==> src/common/ptm_pkg.sv <==
// Package: register map, field positions, reset values and modes of the periodic timer
package ptm_pkg;
    // Register offsets on the plain register port
    localparam logic [2:0] PTM_ADDR_CTRL = 3'h0;
    localparam logic [2:0] PTM_ADDR_COMPARE_A_VALUE = 3'h1;
    localparam logic [2:0] PTM_ADDR_COMPARE_P_VALUE = 3'h2;
    localparam logic [2:0] PTM_ADDR_CNT = 3'h3;
    localparam logic [2:0] PTM_ADDR_FLAG = 3'h4;
    localparam logic [2:0] PTM_ADDR_CLKDIV = 3'h5;
    // Control register field positions
    localparam int PTM_CTRL_RUN = 0;
    localparam int PTM_CTRL_IO_LO = 1;
    localparam int PTM_CTRL_IO_HI = 2;
    localparam int PTM_CTRL_M_LO = 3;
    localparam int PTM_CTRL_M_HI = 4;
    localparam int PTM_CTRL_CCLR = 5;
    localparam int PTM_CTRL_OC = 6;
    localparam int PTM_CTRL_POL = 7;
    localparam int PTM_CTRL_CKS = 8;
    localparam int PTM_CTRL_EXTCK = 9;
    // Flag register field positions
    localparam int PTM_FLAG_A = 0;
    localparam int PTM_FLAG_P = 1;
    // Reset values
    localparam logic [9:0] PTM_CTRL_RST = 10'h000;
    localparam logic [9:0] PTM_CMP_RST = 10'h000;
    localparam logic [2:0] PTM_DIV_RST = 3'h0;
    // Mode select field values
    localparam logic [1:0] PTM_MODE_CMP = 2'h0;
    localparam logic [1:0] PTM_MODE_CAP = 2'h1;
    localparam logic [1:0] PTM_MODE_PWM = 2'h2;
    localparam logic [1:0] PTM_MODE_TMR = 2'h3;
    // Pin action field values
    localparam logic [1:0] PTM_IO_RISE = 2'h0;
    localparam logic [1:0] PTM_IO_FALL = 2'h1;
    localparam logic [1:0] PTM_IO_BOTH = 2'h2;
    localparam logic [1:0] PTM_IO_NONE = 2'h3;
    localparam logic [1:0] PTM_IO_LOW = 2'h0;
    localparam logic [1:0] PTM_IO_HIGH = 2'h1;
    localparam logic [1:0] PTM_IO_PWM = 2'h2;
    localparam logic [1:0] PTM_IO_PULSE = 2'h3;
    // Capture flag delay after the latch, in ticks; unused, the core sets the flag in the latch cycle
    localparam int PTM_CAP_FLAG_TICKS = 1;
endpackage

==> src/core/ptm_pin_sync.sv <==
// Three-stage pin synchroniser with agreed-edge detection
`timescale 1ns/1ps
`default_nettype none
module ptm_pin_sync
(
    input wire logic mclk, // System clock
    input wire logic rst_n, // Synchronous reset, active low
    input wire logic ce, // Clock enable
    input wire logic pin, // Asynchronous pin
    output logic level, // Filtered level
    output logic rise, // One-cycle rising pulse
    output logic fall // One-cycle falling pulse
);
    typedef struct packed
    {
        logic s1;
        logic s2;
        logic s3;
        logic lvl;
    } ptm_sync_t;
    ptm_sync_t st_q;
    ptm_sync_t st_d;

    // Stage one feeds only stage two; the level moves when stages two and three agree
    always_comb
    begin
        st_d = st_q;
        st_d.s1 = pin;
        st_d.s2 = st_q.s1;
        st_d.s3 = st_q.s2;
        if (st_q.s2 == st_q.s3)
        begin
            st_d.lvl = st_q.s3;
        end
    end

    always_ff @(posedge mclk)
    begin
        if (!rst_n)
        begin
            st_q <= '0;
        end
        else if (ce)
        begin
            st_q <= st_d;
        end
    end

    assign level = st_q.lvl;
    assign rise = (st_q.s2 == st_q.s3) && st_q.s3 && !st_q.lvl;
    assign fall = (st_q.s2 == st_q.s3) && !st_q.s3 && st_q.lvl;
endmodule
`default_nettype wire

==> src/core/ptm_core.sv <==
// Periodic timer: PWM, single-pulse and capture modes behind a plain register port
// How it works
// - PWM period 1024 when P zero, else P
// - Duty from A; A at least P gives 100%
// - PWM keeps running though pin forced
// - PWM ignores clear select, clears on P
// - Run rise starts counter, drives leading edge
// - External clock pin edge sets run bit
// - Run clear or A match ends pulse
// - A match ending pulse raises interrupt
// - Pulse counter cleared only on run rise
// - Mode 01 captures from selected pin
// - Capture counter free runs while run high
// - Capture edge copies counter into A, interrupts
// - Capture P match clears counter, interrupts
// - Capture with P zero counts full range
// - Pin action picks edge; 11 no capture
// - Capture ignores clear, level, polarity bits
// - Pulses under two ticks may be lost
// - Latch within one tick, flag with latch
// - PWM sets separate A and P flags
// - Initial level and polarity shape PWM
`timescale 1ns/1ps
`default_nettype none
module ptm_core
#(
    parameter int CNT_W = 10 // Counter width
)
(
    input wire logic mclk, // System clock, 25 MHz
    input wire logic rst_n, // Synchronous reset, active low
    input wire logic ce, // Clock enable, freezes all state when low
    input wire logic [2:0] addr, // Register address
    input wire logic [15:0] wdata, // Write data
    input wire logic wr, // Write strobe
    input wire logic rd, // Read strobe
    output logic [15:0] rdata, // Read data, valid the cycle after rd
    input wire logic ext_clock_pin, // External clock / trigger pin
    input wire logic capture_pin, // Capture input pin
    output logic tm_out, // Timer output pin
    output logic tm_out_oe, // Output enable, high while driving
    output logic irq // Timer interrupt request, high while a flag is set
);
    import ptm_pkg::*;

    typedef struct packed
    {
        logic [9:0] ctrl;
        logic [CNT_W-1:0] cmp_a;
        logic [CNT_W-1:0] cmp_p;
        logic [CNT_W-1:0] cnt;
        logic flag_a;
        logic flag_p;
        logic [2:0] div_sel;
        logic [6:0] pre;
        logic run_prev;
        logic cap_pend;
        logic pwm;
        logic pulse;
        logic out;
        logic oe;
        logic irq;
        logic [15:0] rdata;
    } ptm_state_t;
    ptm_state_t st_q;
    ptm_state_t st_d;

    logic ext_lvl;
    logic ext_rise;
    logic ext_fall;
    logic cap_lvl;
    logic cap_rise;
    logic cap_fall;

    // Pins come from outside the clock domain
    ptm_pin_sync u_sync_ext
    (
        .mclk(mclk),
        .rst_n(rst_n),
        .ce(ce),
        .pin(ext_clock_pin),
        .level(ext_lvl),
        .rise(ext_rise),
        .fall(ext_fall)
    );
    ptm_pin_sync u_sync_cap
    (
        .mclk(mclk),
        .rst_n(rst_n),
        .ce(ce),
        .pin(capture_pin),
        .level(cap_lvl),
        .rise(cap_rise),
        .fall(cap_fall)
    );

    logic [1:0] mode;
    logic [1:0] io;
    logic run;
    logic tick;
    logic [7:0] div_mask;
    logic sel_rise;
    logic sel_fall;
    logic cap_edge;
    logic trig_edge;
    logic [CNT_W-1:0] cnt_max;
    logic match_a;
    logic match_p;
    logic run_rise;
    logic wave;

    assign mode = {st_q.ctrl[PTM_CTRL_M_HI], st_q.ctrl[PTM_CTRL_M_LO]};
    assign io = {st_q.ctrl[PTM_CTRL_IO_HI], st_q.ctrl[PTM_CTRL_IO_LO]};
    assign run = st_q.ctrl[PTM_CTRL_RUN];
    assign run_rise = run && !st_q.run_prev;
    assign cnt_max = '1;

    // Timer tick: fsys divided by a power of two, or external pin rising edge
    always_comb
    begin
        div_mask = 8'((9'h001 << st_q.div_sel) - 9'h001);
        if (st_q.ctrl[PTM_CTRL_EXTCK])
        begin
            tick = ext_rise;
        end
        else
        begin
            tick = ((8'({1'b0, st_q.pre}) & div_mask) == div_mask);
        end
    end

    // Capture source and edge choice; 11 selects no edge at all
    always_comb
    begin
        sel_rise = st_q.ctrl[PTM_CTRL_CKS] ? ext_rise : cap_rise;
        sel_fall = st_q.ctrl[PTM_CTRL_CKS] ? ext_fall : cap_fall;
        case (io)
            PTM_IO_RISE: cap_edge = sel_rise;
            PTM_IO_FALL: cap_edge = sel_fall;
            PTM_IO_BOTH: cap_edge = sel_rise | sel_fall;
            default: cap_edge = 1'b0;
        endcase
    end

    // External pin active edge for the single-pulse trigger
    assign trig_edge = ext_rise;

    // Comparators: P of zero means a full 1024-count period
    assign match_p = tick && run && (st_q.cmp_p == '0 ? st_q.cnt == cnt_max
                                                      : st_q.cnt == st_q.cmp_p - 1'b1);
    assign match_a = tick && run && (st_q.cnt == st_q.cmp_a - 1'b1) && (st_q.cmp_a != '0);

    // PWM high phase: A at or above the period is held high all period
    assign wave = (st_q.cmp_p != '0 && st_q.cmp_a >= st_q.cmp_p) ||
                  (st_q.cnt < st_q.cmp_a);

    // Next state
    always_comb
    begin
        st_d = st_q;
        st_d.run_prev = run;
        st_d.pre = st_q.pre + 7'h01;
        st_d.rdata = '0;

        // Register writes; hardware events below take precedence over them
        if (wr)
        begin
            case (addr)
                PTM_ADDR_CTRL: st_d.ctrl = wdata[9:0];
                PTM_ADDR_COMPARE_A_VALUE: st_d.cmp_a = wdata[CNT_W-1:0];
                PTM_ADDR_COMPARE_P_VALUE: st_d.cmp_p = wdata[CNT_W-1:0];
                PTM_ADDR_CLKDIV: st_d.div_sel = wdata[2:0];
                PTM_ADDR_FLAG:
                begin
                    // Write one to clear
                    if (wdata[PTM_FLAG_A])
                    begin
                        st_d.flag_a = 1'b0;
                    end
                    if (wdata[PTM_FLAG_P])
                    begin
                        st_d.flag_p = 1'b0;
                    end
                end
                default: ;
            endcase
        end

        // Reads return a word the next cycle; unmapped reads give zero
        if (rd)
        begin
            case (addr)
                PTM_ADDR_CTRL: st_d.rdata = {6'h00, st_q.ctrl};
                PTM_ADDR_COMPARE_A_VALUE: st_d.rdata = 16'(st_q.cmp_a);
                PTM_ADDR_COMPARE_P_VALUE: st_d.rdata = 16'(st_q.cmp_p);
                PTM_ADDR_CNT: st_d.rdata = 16'(st_q.cnt);
                PTM_ADDR_FLAG: st_d.rdata = {14'h0000, st_q.flag_p, st_q.flag_a};
                PTM_ADDR_CLKDIV: st_d.rdata = {13'h0000, st_q.div_sel};
                default: st_d.rdata = '0;
            endcase
        end

        case (mode)
            PTM_MODE_PWM:
            begin
                if (io == PTM_IO_PULSE)
                begin
                    // Single pulse; a pin edge sets the run bit
                    if (trig_edge && !run)
                    begin
                        st_d.ctrl[PTM_CTRL_RUN] = 1'b1;
                    end
                    if (run_rise)
                    begin
                        st_d.cnt = '0;
                        st_d.pulse = 1'b1;
                    end
                    else if (!run)
                    begin
                        st_d.pulse = 1'b0;
                    end
                    else if (match_a)
                    begin
                        st_d.ctrl[PTM_CTRL_RUN] = 1'b0;
                        st_d.pulse = 1'b0;
                        st_d.flag_a = 1'b1;
                    end
                    else if (tick)
                    begin
                        st_d.cnt = st_q.cnt + 1'b1;
                    end
                end
                else
                begin
                    // PWM runs whatever the pin action; clear select is not looked at
                    if (run_rise)
                    begin
                        st_d.cnt = '0;
                    end
                    else if (match_p)
                    begin
                        st_d.cnt = '0;
                        st_d.flag_p = 1'b1;
                    end
                    else if (run && tick)
                    begin
                        st_d.cnt = st_q.cnt + 1'b1;
                    end
                    if (match_a)
                    begin
                        st_d.flag_a = 1'b1;
                    end
                    st_d.pwm = run && wave;
                end
            end
            PTM_MODE_CAP:
            begin
                // Free running count; P bounds it; clear, level and polarity ignored
                if (run_rise)
                begin
                    st_d.cnt = '0;
                end
                else if (match_p)
                begin
                    st_d.cnt = '0;
                    st_d.flag_p = 1'b1;
                end
                else if (run && tick)
                begin
                    st_d.cnt = st_q.cnt + 1'b1;
                end
                // Edge held until next tick: latch and flag together within one tick
                if (cap_edge && run)
                begin
                    st_d.cap_pend = 1'b1;
                end
                if (st_q.cap_pend && tick)
                begin
                    st_d.cmp_a = st_q.cnt;
                    st_d.flag_a = 1'b1;
                    st_d.cap_pend = cap_edge && run;
                end
            end
            default:
            begin
                // Compare and timer/counter modes are outside this block: counter idles
                st_d.cnt = '0;
            end
        endcase
        if (mode != PTM_MODE_CAP || !run)
        begin
            st_d.cap_pend = 1'b0;
        end

        // Output pin drive; capture mode has no output function
        st_d.oe = (mode == PTM_MODE_PWM);
        if (mode == PTM_MODE_PWM && io == PTM_IO_PULSE)
        begin
            st_d.out = st_d.pulse ^ st_q.ctrl[PTM_CTRL_POL];
        end
        else if (mode == PTM_MODE_PWM)
        begin
            case (io)
                PTM_IO_LOW: st_d.out = 1'b0 ^ st_q.ctrl[PTM_CTRL_POL];
                PTM_IO_HIGH: st_d.out = 1'b1 ^ st_q.ctrl[PTM_CTRL_POL];
                default: st_d.out = (st_d.pwm ~^ st_q.ctrl[PTM_CTRL_OC]) ^
                                    st_q.ctrl[PTM_CTRL_POL];
            endcase
        end
        else
        begin
            st_d.out = 1'b0;
        end
        st_d.irq = st_d.flag_a | st_d.flag_p;
    end

    always_ff @(posedge mclk)
    begin
        if (!rst_n)
        begin
            st_q <= '0;
            st_q.ctrl <= PTM_CTRL_RST;
            st_q.cmp_a <= PTM_CMP_RST;
            st_q.cmp_p <= PTM_CMP_RST;
            st_q.div_sel <= PTM_DIV_RST;
        end
        else if (ce)
        begin
            st_q <= st_d;
        end
    end

    assign rdata = st_q.rdata;
    assign tm_out = st_q.out;
    assign tm_out_oe = st_q.oe;
    assign irq = st_q.irq;
endmodule
`default_nettype wire

==> config.mk <==
export PLATFORM = sky130hd
export DESIGN_NAME = ptm_core
export DESIGN_NICKNAME = d
export VERILOG_FILES = /design/src/common/ptm_pkg.sv /design/src/core/ptm_pin_sync.sv /design/src/core/ptm_core.sv
export SDC_FILE = /design/constraint.sdc
export NUM_CORES = 1
export LEC_CHECK = 0
export BUFFER_PORTS_ARGS = -buffer_cell sky130_fd_sc_hd__buf_2
export CAP_MARGIN = 25
export CORE_UTILIZATION = 55
export CTS_CLUSTER_SIZE = 16
export DETAILED_ROUTE_END_ITERATION = 7
export PLACE_DENSITY_LB_ADDON = 0.15
export SKIP_LAST_GASP = 1
export SLEW_MARGIN = 10
export SYNTH_ARGS = -nofsm -noshare
export SYNTH_HDL_FRONTEND = slang
export SYNTH_SLANG_ARGS = --single-unit
==> constraint.sdc <==
create_clock -name mclk -period 4.13 [get_ports mclk]
set_clock_uncertainty 0.2 [all_clocks]
set_input_delay 0.826 -clock mclk [delete_from_list [all_inputs] [get_ports mclk]]
set_output_delay 0.826 -clock mclk [all_outputs]
set_load 0.02 [all_outputs]
==> Yosys cells after proc, flatten, opt, wreduce, memory -nomap -nowiden <==
Cells that the tools add are included.
{ "totals": {"wordCells": 154, "ff_bits": 83, "out_inout_bits": 19, "input_bits": 26} }
{ "classes": {"n_eq_ne": 20, "n_bitwise": 7, "shifts": 1, "reduce_logical": 41, "mux": 53, "magnitude_cmp": 2, "addsub": 5} }
{ "ops": {"columns": ["op", "n"], "rows": [
  ["$mux 10", 11],
  ["$pmux 10 s6", 1],
  ["$mux 1", 30],
  ["$mux 11", 2],
  ["$mux 21", 1],
  ["$eq 10x10->1", 2],
  ["$pmux 10 s2", 1],
  ["$reduce_bool 10->1", 2],
  ["$sub 10x1->10 const B", 2],
  ["$logic_and 1x1->1", 19],
  ["$ne 4x4->1 const B", 3],
  ["$reduce_and 3->1", 4],
  ["$add 10x1->10 const B", 1],
  ["$eq 10x10->1 const B", 1],
  ["$ge 10x10->1", 1],
  ["$logic_not 10->1", 1],
  ["$lt 10x10->1", 1],
  ["$and 7x8->8", 1],
  ["$eq 8x8->1", 1],
  ["$shl 1x3->8 const A", 1],
  ["$sub 8x1->8 const B", 1],
  ["$add 7x1->7 const B", 1],
  ["$eq 2x2->1 const B", 3],
  ["$eq 3x2->1 const B", 2],
  ["23 further kinds", 36]
]} }

==> Longest topological paths before layout <==
Gate-level depths: netlist of the first run.
{ "logic_depth": {"word_depth": 18, "ltp_mapped": 13, "depth_no_buf": 12} }

==> By module <==
A second synthesis of the first run with hierarchy kept.
{ "hier_totals": {"cells_unflattened": 674, "hier_area_um2": 5856.9} }
{ "modules_own_cells": {"columns": ["mod", "instances", "cells_per_inst", "seq_area_each_um2", "area_each_um2"], "rows": [
  ["ptm_core", 1, 634, 1381.3, 5459.0],
  ["ptm_pin_sync", 2, 20, 80.1, 198.9]
]} }

==> Worst setup path after synthesis of the first run <==
No wires, ideal clock.
{ "synth_timing": {"kind": "register to register", "from": "reg st_q[45] (netlist name)", "to": "reg st_q[42] (netlist name)", "arrival_ns": 2.718, "t_required_ns": 3.801, "n_path_buf": 0, "path_slack_ns": 1.083, "setup_time_ns": 0.129, "path_stages_with_launch": 12, "period_less_slack_ns": 3.047, "cell_sequence": "dfxtp_1 > inv_1 > ha_1 > nor3b_2 > o211a_1 > o21ai_0 > xnor2_1 > or4b_4 > nor4_4 > a31oi_4 > o211ai_2 > o22ai_1"} }
{ "synth_between": {"elab_chain_len": 8, "word_cells_on_any_way": 9, "cone_classes": "1 x add/sub; 1 x eq/ne; 5 x mux; 2 x reduce/logical"} }
{ "synth_rtl": {"columns": ["element", "line_no", "source"], "rows": [
  ["start, declared", "ptm_core.sv:65", "ptm_state_t st_q;"],
  ["start signal, assigned", "ptm_core.sv:329", "st_q <= st_d;"],
  ["$sub 10x1->10", "ptm_core.sv:150", ": st_q.cnt == st_q.cmp_p - 1'b1);"],
  ["$eq 10x10->1", "ptm_core.sv:150", null],
  ["$mux 1 *", "ptm_core.sv:149", "assign match_p = tick && run && (st_q.cmp_p == '0 ? st_q.cnt == cnt_max"],
  ["$logic_and 1x1->1 *", "ptm_core.sv:149", null],
  ["$mux 10 *", "ptm_core.sv:240", "else if (match_p)"],
  ["$mux 10 *", "ptm_core.sv:236", "if (run_rise)"],
  ["$mux 11", "ptm_core.sv:206", "if (io == PTM_IO_PULSE)"],
  ["$pmux 10 s2 *", "ptm_core.sv:203", "case (mode)"]
]} }
Every way passes the cells marked *; elsewhere a longest branch is shown, timed or not.
A chain may end at the register's enable or synchronous reset.

==> Worst setup path in the final report of the first run <==
{ "layout_timing": {"from": "reg st_q[46] (netlist name)", "to": "reg st_q[42] (netlist name)"} }
Same word-level chain as after synthesis.

==> metrics.csv, run 1 <==
metric,value,unit
drive_above_1_share,0.1151,
drt_wl_total,15310,um
vias_per_cell,6.200,
io_buffers,32,
n_antenna_cell,0,
syn_area,5607,sq um
p_leak,2.350,nW
stdcell_count,828,
die_w,103.0,um
vias,5134,
fin_tns_setup,0,ns
path_cells,inv_1 -> ha_1 -> nor3b_2 -> o211a_1 -> o21ai_0 -> xnor2_1 -> or4b_4 -> nor4_4 -> a31oi_4 -> o211ai_2 -> o22ai_1,
finalSetupViolCount,0,
async_flop_share,0,
placed_area,5738,sq um
ys_seq_area_frac,0.2749,
fin_crit,3.708,ns
r2r_cells,11,
finalMaxSlewViolations,0,
htreeDepth,3,
synth_area_leader_cell,dfxtp_1,
cp-end-kind,flop,
fp.coreArea,9819,sq um
yosys.area.top_type_share,0.2749,
critPathMaxStageDelay,0.55,ns
cts_buffers,9,
synth_cell_types,71,
cts_hold_buf,0,
rows,36,
peakVddDrop,0.1572,mV
dr.pass1.iters,5,
grt_max_degree,58,
max_freq,0.2697,GHz
cp.arrival,3.74,ns
syn_area_per_cell,8.137,sq um
power,1.543,mW
reg2reg_to,st_q[42]$_SDFFE_PN0P_,
cp_slowest_cell,or4b_4,
grt_pass1_vias,4775,
cp-start-kind,flop,
hold_viol_final,0,
cap_violations,0,
synthTopCellsByArea,"dfxtp_1 (27%), ha_1 (6.9%), mux2i_1 (6.6%)",
syn_inst,689,
crit_fanout,7,
design_area,5936,sq um
wire_per_inst,18.49,um
drt-initial-drc-count,450,
place_hpwl,11430,um
cts_tree,built,
synth-seq-cells,77,
dieArea,10600,sq um
syn_to_final_growth,5.869,%
clk_latency,0.35,ns
start_util,0.5710,
slew_headroom,0.4542,
synth_flop_cell,dfxtp_1,
drc_errors,0,
cts_root_buf,clkbuf_8,
gr-total-overflow,0,
status,completed,
period_share,0.8977,
grt_pass1_wl,24810,um
antenna_found_initial,0,
clk_pin_slew,0.08,ns
worstSetupPathType,flop to flop,
antenna_left,0,
synth_edf_count,0,
clock_path_buffers,2,
place_inst,813,
hold_path.class,flop to flop,
clkSinkCount,77,
fin_nets,748,
cts-resized-gates,0,
place.gp.congestion,1.033,
crit_path_end,st_q[42]$_SDFFE_PN0P_,
rsz0062_at_grt,false,
worstMarginPinSlew,0.8163,ns
track_usage,0.3110,
powerDensity,260.0,nW/um^2
post-cts-setup-buffer-count,0,
critical_path_depth,11,
ioPinCount,45,
crit_buf_inv,1,
hold_ws,0.2844,ns
required,4.16,ns
r2r_slack,0.42,ns
cp_top_family,simple AND/OR/NAND/NOR gates,
rr_startpoint,st_q[46]$_SDFFE_PN0P_,
cp-startpoint,st_q[46]$_SDFFE_PN0P_,
synth_warnings,0,
die_y,103.0,um
-- state kept, by name, indices dropped and copies added (netlist names), 2 cells and up --
name	count
st_q	51
rdata	10
io	2
mode	2
u_sync_cap.st_d	2
u_sync_ext.st_d	2
-- area by class of cell --
class / instances / area (sq um)
Clock inverter: 5 / 60.06
Tap cell: 133 / 166.4
Sequential cell: 77 / 1541
Timing Repair Buffer: 40 / 220.2
Fill cell: 897 / 3884
Clock buffer: 10 / 137.6
Multi-Input combinational cell: 505 / 3592
Inverter: 58 / 217.7
-- tightest hold or removal path: stages, from the launching register on --
cell,delay [ns]
dfxtp_1,0.33
nand2_1,0.05
a21boi_0,0.06
-- report_power, final --
part | internal [mW] | total (mW) | leakage (nW) | switching [mW]
sequential | 0.754 | 0.772 | 0.623 | 0.0182
clock | 0.295 | 0.589 | 0.0987 | 0.294
combinational | 0.0725 | 0.182 | 1.63 | 0.109
-- layout by cell type, fill, tap and decap left out, types with 15 or more instances in the layout --
cell	n
o21ai_0	53
mux2i_1	37
nand4_1	19
nand3_1	18
nor2b_1	42
or3_1	15
and2_1	20
buf_2	32
inv_1	58
ha_1	31
dfxtp_1	77
nand2_1	48
nor2_1	24
a21oi_1	30
-- worst min path at each step --
stage                          startpoint  cells past startpoint  slack [ns]                    end
CTS                 st_q[21]$_SDFFE_PN0P_                      2        0.28  st_q[21]$_SDFFE_PN0P_
global route        st_q[20]$_SDFFE_PN0P_                      1        0.31  st_q[20]$_SDFFE_PN0P_
global placement    st_q[20]$_SDFFE_PN0P_                      1        0.26  st_q[20]$_SDFFE_PN0P_
detailed placement  st_q[20]$_SDFFE_PN0P_                      1        0.27  st_q[20]$_SDFFE_PN0P_
finish              st_q[21]$_SDFFE_PN0P_                      2        0.28  st_q[21]$_SDFFE_PN0P_
floorplan           st_q[21]$_SDFFE_PN0P_                      2        0.25  st_q[21]$_SDFFE_PN0P_
-- per-layer routing --
layer,wire length [um],track usage,up-vias
met4,654,0.1560,0
met5,0,0,-
met2,6773,0.4867,208
met3,1141,0.05966,44
met1,6738,0.4095,2440
li1,-,-,2442
-- cell families after synthesis --
kind of cell / Yosys count / share of synthesized area
simple gates: 235 / 0.2388
compound gates: 166 / 0.1933
buf+inv: 112 / 0.08770
flops: 77 / 0.2749
mux: 47 / 0.1042
fa+ha+maj: 31 / 0.06918
xor+xnor: 20 / 0.03124
other cells: 1 / 0.0006689
-- through the flow --
stage	utilization	setup WS [ns]
6_report	0.6045	0.4223
4_1_cts	0.6045	0.5250
3_3_place_gp	0.5844	0.5913
2_1_floorplan	-	1.083
3_5_place_dp	0.5844	0.5475
5_1_grt	0.6045	0.2313
-- Yosys cell counts, drive strengths merged (8+ instances only) --
cell / number
dfxtp: 77
inv: 58
o21ai: 57
nand2: 48
nor2b: 42
mux2i: 37
clkbuf: 34
ha: 31
a21oi: 30
nor2: 24
and2: 20
buf: 20
nand4: 19
nand3: 18
or3: 15
o22ai: 14
xnor2: 14
nand2b: 12
a31oi: 9
mux4: 9
a21boi: 8
and3: 8
nor4: 8
Note: power is estimated with default switching activity, not from simulation.
==> run 2: changes to the inputs <==
CORE_UTILIZATION = 48   (was 55)
==> metrics.csv, run 2 (synthesized netlist as in run 1, its figures left out) <==
metric,value,unit,change
worstSetupPathType,flop to flop,,unchanged
period_share,0.8472,,was 0.8977
hold_end,st_q[21]$_SDFFE_PN0P_,,unchanged
io_buffers,32,,unchanged
vias_per_cell,6.083,,was 6.200
grt_max_degree,54,,was 58
vias,5110,,was 5134
drc_errors,0,,unchanged
cp-start-kind,flop,,unchanged
cts_tree,built,,unchanged
ioPinCount,45,,unchanged
clk_latency,0.34,ns,was 0.35 ns
final_core_util,0.5290,,was 0.6045
r2r_cells,11,,unchanged
place_hpwl,11710,um,was 11430 um
clock_path_buffers,2,,unchanged
layout_commonest_cell,dfxtp_1,,unchanged
post-cts-setup-buffer-count,0,,unchanged
hold_path.class,flop to flop,,unchanged
finalMaxSlewViolations,0,,unchanged
drt_wl_total,15680,um,was 15310 um
clk_pin_slew,0.07,ns,was 0.08 ns
required,4.14,ns,was 4.16 ns
finalSetupViolCount,0,,unchanged
fin_crit,3.499,ns,was 3.708 ns
n_antenna_cell,0,,unchanged
largest_register_ffs,51,,unchanged
cts-resized-gates,0,,unchanged
cp-end-kind,flop,,unchanged
die_w,110.1,um,was 103.0 um
p_leak,2.391,nW,was 2.350 nW
powerDensity,285.3,nW/um^2,was 260.0 nW/um^2
cts_hold_buf,0,,unchanged
antenna_found_initial,0,,unchanged
drive_above_1_share,0.1176,,was 0.1151
r2r_slack,0.63,ns,was 0.42 ns
nFillCells,1143,,was 897
cap_violations,0,,unchanged
fp.coreArea,11420,sq um,was 9819 sq um
max_freq,0.2858,GHz,was 0.2697 GHz
layout_common_cells,"dfxtp_1 (77), inv_1 (58), o21ai_0 (53)",,unchanged
clkSinkCount,77,,unchanged
rr_startpoint,st_q[46]$_SDFFE_PN0P_,,unchanged
fin_nets,749,,was 748
hold_viol_final,0,,unchanged
cp.arrival,3.51,ns,was 3.74 ns
track_usage,0.2705,,was 0.3110
rsz0062_at_grt,false,,unchanged
regMostFlops,st_q,,unchanged
cts_buffers,9,,unchanged
htreeDepth,3,,unchanged
gr-total-overflow,0,,unchanged
syn_to_final_growth,7.744,%,was 5.869%
cts_root_buf,clkbuf_16,,was clkbuf_8
crit_fanout,7,,unchanged
antenna_left,0,,unchanged
die_y,110.1,um,was 103.0 um
hold_path_depth,2,,unchanged
grt_pass1_vias,4625,,was 4775
rows,39,,was 36
reg2reg_to,st_q[42]$_SDFFE_PN0P_,,unchanged
fin_tns_setup,0,ns,unchanged
status,completed,,unchanged
slew_headroom,0.4706,,was 0.4542
place.gp.congestion,0.9614,,was 1.033
dieArea,12120,sq um,was 10600 sq um
worstMarginPinSlew,0.7924,ns,was 0.8163 ns
grt_pass1_wl,24740,um,was 24810 um
start_util,0.4910,,was 0.5710
wire_per_inst,18.66,um,was 18.49 um
power,1.723,mW,was 1.543 mW
dr.pass1.iters,7,,was 5
peakVddDrop,0.1711,mV,was 0.1572 mV
drt-initial-drc-count,482,,was 450
hold_start,st_q[21]$_SDFFE_PN0P_,,unchanged
## run 2: layout make-up
type / count / area [sq um] / area share
Clock inverter: 7 / 57.56 / 0.009528
Tap cell: 143 / 178.9 / 0.02962
Multi-Input combinational cell: 505 / 3592 / 0.5947
Clock buffer: 9 / 225.2 / 0.03728
Inverter: 58 / 217.7 / 0.03604
Sequential cell: 77 / 1541 / 0.2552
Timing Repair Buffer: 41 / 227.7 / 0.03770
## run 2: critical path, cell delays in order (launching register included)
cell	delay (ns)
dfxtp_1	0.34
inv_1	0.09
ha_1	0.21
nor3b_2	0.38
o211a_1	0.21
o21ai_0	0.10
xnor2_1	0.17
or4b_4	0.54
nor4_4	0.52
a31oi_4	0.21
o211ai_2	0.24
o22ai_1	0.15
## run 2: worst max-delay path by stage
stage,start,to,slack (ns),cells after the start
after floorplan,st_q[45]$_SDFFE_PN0P_,st_q[42]$_SDFFE_PN0P_,1.08,11
after global placement,st_q[45]$_SDFFE_PN0P_,st_q[42]$_SDFFE_PN0P_,0.75,11
after detailed placement,st_q[45]$_SDFFE_PN0P_,st_q[42]$_SDFFE_PN0P_,0.69,11
after CTS,st_q[45]$_SDFFE_PN0P_,st_q[42]$_SDFFE_PN0P_,0.67,11
after global routing,st_q[45]$_SDFFE_PN0P_,st_q[37]$_SDFFE_PN0P_,0.45,11
final,st_q[46]$_SDFFE_PN0P_,st_q[42]$_SDFFE_PN0P_,0.63,11
## run 2: metal layers
| metal | vias to the layer above | global-route usage | part of all wire | wire [um] |
|---|---|---|---|---|
| li1 | 2445 | - | - | - |
| met1 | 2453 | 0.3679 | 0.46 | 7164 |
| met2 | 188 | 0.4304 | 0.46 | 7235 |
| met3 | 24 | 0.04644 | 0.061 | 955 |
| met4 | 0 | 0.09333 | 0.021 | 323 |
| met5 | - | 0 | 0 | 0 |
## run 2: power breakdown
part	switching (mW)	internal, mW
Combinational	0.112	0.0732
Clock	0.349	0.417
Sequential	0.0177	0.755
Total	0.478	1.25
## run 2: through the flow
step                area [sq um]  hold slack [ns]  cells  worst slack (ns)
floorplan                   5625           0.2498    694             1.083
global placement            5758           0.2617    824            0.7488
detailed placement          5758           0.2679    824            0.6945
CTS                         6041           0.2797    840            0.6744
global route                6041           0.2946    840            0.4534
finish                      6041           0.2781    840            0.6310
